==> src/hw/mem_window_map.svh <==
// Offsets, field positions and reset values of the memory window registers
`ifndef MEM_WINDOW_MAP_SVH
`define MEM_WINDOW_MAP_SVH

// Register indices; byte address is four times the index
`define IDX_NP_BASE   6'h20
`define IDX_NP_LIMIT  6'h22
`define IDX_PF_BASE   6'h24
`define IDX_PF_LIMIT  6'h26

// Writable field within each 16-bit window register
`define FIELD_MSB     15
`define FIELD_LSB     4
`define FIELD_W       12
`define LOW_ZERO      4'h0

// Reset values
`define BASE_RST      16'hFFF0
`define LIMIT_RST     16'h0000

// Address bits compared against the fields
`define ADDR_HI       31
`define ADDR_LO       20
`define BLOCK_ZERO    20'h00000
`define BLOCK_ONES    20'hFFFFF

`endif

==> src/hw/mem_window_pkg.sv <==
// Types shared by the memory window decoder
`include "mem_window_map.svh"

package mem_window_pkg;

  typedef logic [`FIELD_W-1:0] field_t;

  typedef enum logic [2:0] {
    SEL_NP_BASE  = 3'b000,
    SEL_NP_LIMIT = 3'b001,
    SEL_PF_BASE  = 3'b010,
    SEL_PF_LIMIT = 3'b011,
    SEL_NONE     = 3'b100
  } reg_sel_t;

  typedef struct packed {
    field_t [3:0] win;
    logic         pready;
    logic         pslverr;
    logic [31:0]  prdata;
    logic         dec_valid;
    logic         dec_forward;
    logic         dec_nonpf;
    logic         dec_pf;
  } state_t;

endpackage

==> src/hw/mem_window_decode.sv <==
// Memory window registers and forwarding decode behind an APB slave
//
// Local design decision: the APB register port.
`timescale 1ns/1ns
`default_nettype none
`include "mem_window_map.svh"

//
// Contract
// - Non-prefetch base bits 15:4 writable, hold A[31:20] of lowest forwarded address
// - Non-prefetch limit bits 15:4 writable, hold A[31:20] of highest forwarded address
// - Bits 3:0 of all four registers read zero, writes ignored
// - Base compare treats A[19:0] as zero: 1-MB aligned start
// - Limit compare treats A[19:0] as FFFFFh: window ends at block top
// - Forward when address within non-prefetch base and limit, inclusive
// - Forward when address within prefetch base and limit, inclusive
// - Reset: non-prefetch base FFF0h, non-prefetch limit 0000h
// - Reset: prefetch base FFF0h, prefetch limit 0000h
module mem_window_decode #(
  parameter int ADDR_W = 12
) (
  // Clock and reset
  input  wire logic                  pclk,
  input  wire logic                  presetn,
  // APB slave
  input  wire logic [ADDR_W-1:0]     paddr,
  input  wire logic                  psel,
  input  wire logic                  penable,
  input  wire logic                  pwrite,
  input  wire logic [31:0]           pwdata,
  input  wire logic [3:0]            pstrb,
  output logic [31:0]                prdata,
  output logic                       pready,
  output logic                       pslverr,
  // Host memory access
  input  wire logic                  req_valid,
  input  wire logic [31:0]           req_addr,
  // Forwarding decision
  output logic                       dec_valid,
  output logic                       dec_forward,
  output logic                       dec_nonpf_hit,
  output logic                       dec_pf_hit,
  // Window fields
  output mem_window_pkg::field_t     nonprefetch_base_field,
  output mem_window_pkg::field_t     nonprefetch_limit_field,
  output mem_window_pkg::field_t     prefetch_base_field,
  output mem_window_pkg::field_t     prefetch_limit_field
);
  import mem_window_pkg::*;

  localparam logic [15:0] BASE_RST  = `BASE_RST;
  localparam logic [15:0] LIMIT_RST = `LIMIT_RST;

  // Reset image of the whole state
  localparam state_t ST_RST = '{
    win: {LIMIT_RST[`FIELD_MSB:`FIELD_LSB], BASE_RST[`FIELD_MSB:`FIELD_LSB],
          LIMIT_RST[`FIELD_MSB:`FIELD_LSB], BASE_RST[`FIELD_MSB:`FIELD_LSB]},
    pready: 1'b0,
    pslverr: 1'b0,
    prdata: 32'h00000000,
    dec_valid: 1'b0,
    dec_forward: 1'b0,
    dec_nonpf: 1'b0,
    dec_pf: 1'b0
  };

  if (ADDR_W < 8) begin : g_chk
    $error("ADDR_W must be at least 8");
  end

  state_t      st_reg;
  state_t      st_next;
  reg_sel_t    sel;
  logic [1:0]  hit;
  logic        access;
  field_t      addr_hi;

  assign addr_hi = req_addr[`ADDR_HI:`ADDR_LO];
  assign access  = psel && penable && !st_reg.pready;

  // Address decode, word aligned, upper bits zero
  always_comb begin
    sel = SEL_NONE;
    if (paddr[1:0] == 2'b00 && paddr[ADDR_W-1:2] <= ADDR_W'(8'hFF)) begin
      unique case (paddr[7:2])
        `IDX_NP_BASE:  sel = SEL_NP_BASE;
        `IDX_NP_LIMIT: sel = SEL_NP_LIMIT;
        `IDX_PF_BASE:  sel = SEL_PF_BASE;
        `IDX_PF_LIMIT: sel = SEL_PF_LIMIT;
        default:       sel = SEL_NONE;
      endcase
    end
    if (paddr[ADDR_W-1:2] > ADDR_W'(8'hFF) >> 2) begin
      sel = SEL_NONE;
    end
  end

  // Window compare, window 0 non-prefetch, window 1 prefetch
  for (genvar w = 0; w < 2; w++) begin : g_win
    assign hit[w] = (addr_hi >= st_reg.win[2*w]) && (addr_hi <= st_reg.win[2*w+1]);
  end

  always_comb begin
    st_next = st_reg;
    st_next.pready  = 1'b0;
    st_next.pslverr = 1'b0;
    if (access) begin
      st_next.pready  = 1'b1;
      st_next.pslverr = (sel == SEL_NONE);
      st_next.prdata  = 32'h00000000;
      if (sel != SEL_NONE) begin
        if (pwrite) begin
          if (pstrb[0]) begin
            st_next.win[sel[1:0]][3:0] = pwdata[7:4];
          end
          if (pstrb[1]) begin
            st_next.win[sel[1:0]][11:4] = pwdata[15:8];
          end
        end else begin
          st_next.prdata = {16'h0000, st_reg.win[sel[1:0]], `LOW_ZERO};
        end
      end
    end
    st_next.dec_valid = req_valid;
    st_next.dec_nonpf   = req_valid && hit[0];
    st_next.dec_pf      = req_valid && hit[1];
    st_next.dec_forward = req_valid && (hit[0] || hit[1]);
  end

  always_ff @(posedge pclk or negedge presetn) begin
    if (!presetn) begin
      st_reg <= ST_RST;
    end else begin
      st_reg <= st_next;
    end
  end

  assign prdata                  = st_reg.prdata;
  assign pready                  = st_reg.pready;
  assign pslverr                 = st_reg.pslverr;
  assign dec_valid               = st_reg.dec_valid;
  assign dec_forward             = st_reg.dec_forward;
  assign dec_nonpf_hit           = st_reg.dec_nonpf;
  assign dec_pf_hit              = st_reg.dec_pf;
  assign nonprefetch_base_field  = st_reg.win[0];
  assign nonprefetch_limit_field = st_reg.win[1];
  assign prefetch_base_field     = st_reg.win[2];
  assign prefetch_limit_field    = st_reg.win[3];
endmodule
`default_nettype wire

==> config.mk <==
export PLATFORM = sky130hd
export DESIGN_NAME = mem_window_decode
export DESIGN_NICKNAME = d
export VERILOG_FILES = /design/src/hw/mem_window_pkg.sv /design/src/hw/mem_window_decode.sv
export VERILOG_INCLUDE_DIRS = /design/src /design/src/hw
export SDC_FILE = /design/constraint.sdc
export NUM_CORES = 1
export LEC_CHECK = 0
export ABC_CLOCK_PERIOD_IN_PS = 4500
export BUFFER_PORTS_ARGS = -buffer_cell sky130_fd_sc_hd__buf_2
export CORE_ASPECT_RATIO = 0.6
export CORE_UTILIZATION = 54
export CTS_BUF_LIST = sky130_fd_sc_hd__clkbuf_2
export DETAILED_ROUTE_END_ITERATION = 7
export PLACE_DENSITY = 0.88
export SYNTH_ARGS = -nofsm -noshare
export SYNTH_HDL_FRONTEND = slang
export SYNTH_SLANG_ARGS = --single-unit
==> constraint.sdc <==
create_clock -name pclk -period 4.5 [get_ports pclk]
set_input_delay 0.9 -clock pclk [delete_from_list [all_inputs] [get_ports pclk]]
set_output_delay 0.9 -clock pclk [all_outputs]
set_load 0.01 [all_outputs]
==> results_dict.tcl <==
set metrics [dict create \
    worst_setup_path_end_kind "flop" \
    path_max_fanout 18 \
    grt_pass1_vias 3404 \
    max-vdd-ir-drop_uv 125 \
    rows 24 \
    pre_cts_slack_ns 1.33 \
    synth_area_um2 4210 \
    max_clock_freq_mhz 381 \
    cp_slowest_cell "or4_4" \
    period_share 0.584 \
    synth_ff_type "dfrtp_1" \
    syn-instance-count 402 \
    cts-root-buf "clkbuf_2" \
    avgSynthCellArea_um2 10.5 \
    final_cells 620 \
    die_area_um2 8170 \
    max_cap_viol_count 0 \
    dieWidth_um 116 \
    finalCoreUtilization 0.658 \
    synthDistinctLibCells 46 \
    antenna_left 0 \
    place.gp.congestion 0.951 \
    grt_usage 0.298 \
    rrSetupSlack_ns 1.88 \
    cts.clk_slew.worst_paths_ns 0.19 \
    core_area_um2 7390 \
    yosysSeqAreaShare 0.399 \
    status "completed" \
    grt_max_degree 37 \
    final_layout_size_suffix_gt1_frac 0.403 \
    grt_pass1_wl_um 17800 \
    dr.pass1.iters 5 \
    via_per_inst 5.73 \
    hold_violations 0 \
    async_flop_share 1.00 \
    antenna_found_initial 0 \
    io-pin-count 172 \
    overflow 0 \
    clk_path_buf_depth 2 \
    cp_num_buf_inv 2 \
    post-route-drc-count 0 \
    synth-edff-count 0 \
    hold_buffers 0 \
    tritoncts "yes" \
    min_period_ns 2.63 \
    r2r_cells 6 \
    clock_latency_ns 0.54 \
    critPathMaxStageDelay_ns 0.53 \
    worst-slew-pin-transition_ns 0.740 \
    start_kind "primary input" \
    area_delta_synth_final_pct 15.5 \
    leakagePower_nw 2.38 \
    synth_compound_area_frac 0.129 \
    numClockSinks 66 \
    post-cts-setup-buffer-count 0 \
    finalClockSkew_ns 0.0383 \
    synth_top_cell_by_area "dfrtp_1" \
    synth_xor_area_frac 0 \
    cts_resized 0 \
    crit_chain "buf_2 > or4_4 > nor4_4 > buf_4 > and4_1 > nand2_2 > mux2_2" \
    fin_ws_ns 1.87 \
    wl_per_cell_um 18.7 \
    die_h_um 70.4 \
    synth_top_family_by_area "adder cells" \
    htreeDepth 3 \
    ys_ff_latch 66 \
    drt-total-wl_um 11600 \
    setup-tns-final_ns 0 \
    diodes 0 \
    powerDensity_nw_per_um2 210 \
    start_util 0.570 \
    rsz0062_at_grt "no" \
    yosysTopAreaCellShare 0.250 \
    dp_hpwl_um 9000 \
    critPathRequiredTime_ns 4.92 \
    synth_area_leaders "dfrtp_1, dfstp_2, ha_1, mux2_2, inv_1" \
    drtIter0Drc 304 \
    cp_top_family "simple AND/OR/NAND/NOR gates" \
    yosysWarnings 0 \
    cp.arrival_ns 3.05 \
    num_vias 3550 \
    setup_viol 0 \
    fill_cells 615 \
    hp-class "in -> async" \
    relSlewSlack 0.506 \
    cts_buffers 9 \
    nets 645 \
    port_buffers 109 \
    synth_mux_area_frac 0.134 \
    drv_slew 0 \
    crit_type "in -> reg" \
    r2r-end "dec_nonpf_hit" \
    synthAdderAreaFrac 0.143 \
    dp.cells 604 \
    yosys.area_share.simple 0.104 \
    reg2reg_from "nonprefetch_base_field[0]" \
]
cells in the final DEF (no fill, tap or decap), drive strengths merged, types with 10 or more instances in the layout:
master | netlist | final
buf | 22 | 112
nand4 | 10 | 10
dfstp | 24 | 24
inv | 48 | 48
clkbuf | 11 | 10
ha | 48 | 48
mux2 | 48 | 48
o21ai | 14 | 14
a22oi | 11 | 11
conb | 1 | 20
nor2 | 16 | 16
dfrtp | 42 | 42
nand2 | 28 | 28
how the worst max path moves through the flow:
stage                                             to  cells after the start                 startpoint  slack (ns)
after floorplan             prefetch_limit_field[10]                      6                   paddr[1]        1.80
after CTS                 nonprefetch_limit_field[5]                      7                   paddr[1]        1.92
after global routing                     dec_forward                      6  nonprefetch_base_field[0]        1.72
after global placement    nonprefetch_limit_field[8]                      7                   paddr[1]        1.36
final                     nonprefetch_limit_field[8]                      7                   paddr[1]        1.87
after detailed placement  nonprefetch_limit_field[6]                      7                   paddr[1]        1.33
state kept, by name, summed over array words and instances, names as in the netlist:
signal,count
dec_pf_hit,1
dec_forward,1
prefetch_limit_field,12
prefetch_base_field,12
nonprefetch_limit_field,12
dec_valid,1
prdata,12
pready,1
pslverr,1
nonprefetch_base_field,12
dec_nonpf_hit,1
final cells by class:
class                      count  area (um2)  share of cell area
inverter                      48         180              0.0370
clock inverter                 6        33.8             0.00695
multi-input combinational    274        2220               0.456
timing repair buffer         112         568               0.117
tap                          104         130              0.0268
sequential                    66        1680               0.346
clock buffer                  10        50.0              0.0103
stage by stage:
stage / power (mW) / cell area (um2) / hold WS, ns
floorplan: 0.686 / 4280 / 0.516
CTS: 1.03 / 4860 / 0.372
finish: 1.02 / 4860 / 0.390
global placement: 0.729 / 4780 / 0.457
global route: 1.07 / 4860 / 0.382
detailed placement: 0.734 / 4780 / 0.475
worst reg2reg max path: cells and delay by family (launching register included):
kind                     cells  cell delay [ns]
flip-flops                   1             0.60
adder cells (fa/ha/maj)      1             0.22
AO/OA/AOI/OAI                2             1.26
AND/OR/NAND/NOR              3             0.43
report_power, final:
group          internal (mW)  total [mW]  switching (mW)
clock network         0.0697       0.295           0.226
registers              0.598       0.600         0.00146
logic                 0.0453       0.127          0.0820
kinds of logic (layout without fill, tap and decap cells):
group                      count (synthesis)  count (layout)
DFF                                       66              66
and+or+nand+nor                           81              81
muxes                                     49              49
adders and majority gates                 48              48
AOI/OAI and AO/OA                         76              76
other                                      1              20
buffers and inverters                     81             176
layer usage:
layer	vias up	track usage	wire length, um
met2	195	0.398	4720
met3	19	0.0946	1170
met5	-	0	0
li1	1625	-	-
met1	1711	0.450	5500
met4	0	0.0954	176
cell usage after synthesis (6+ instances only):
cell and number:
ha_1 48, inv_1 48, mux2_2 48, dfrtp_1 42, nand2_1 25, dfstp_2 24, buf_4 20, nor2_1 16
o21ai_0 14, a22oi_1 11, clkbuf_1 11, nand4_1 10, a21oi_1 8, o2111ai_1 8, and2_1 6, o211ai_1 6
Note: power is estimated with default switching activity, not from simulation.
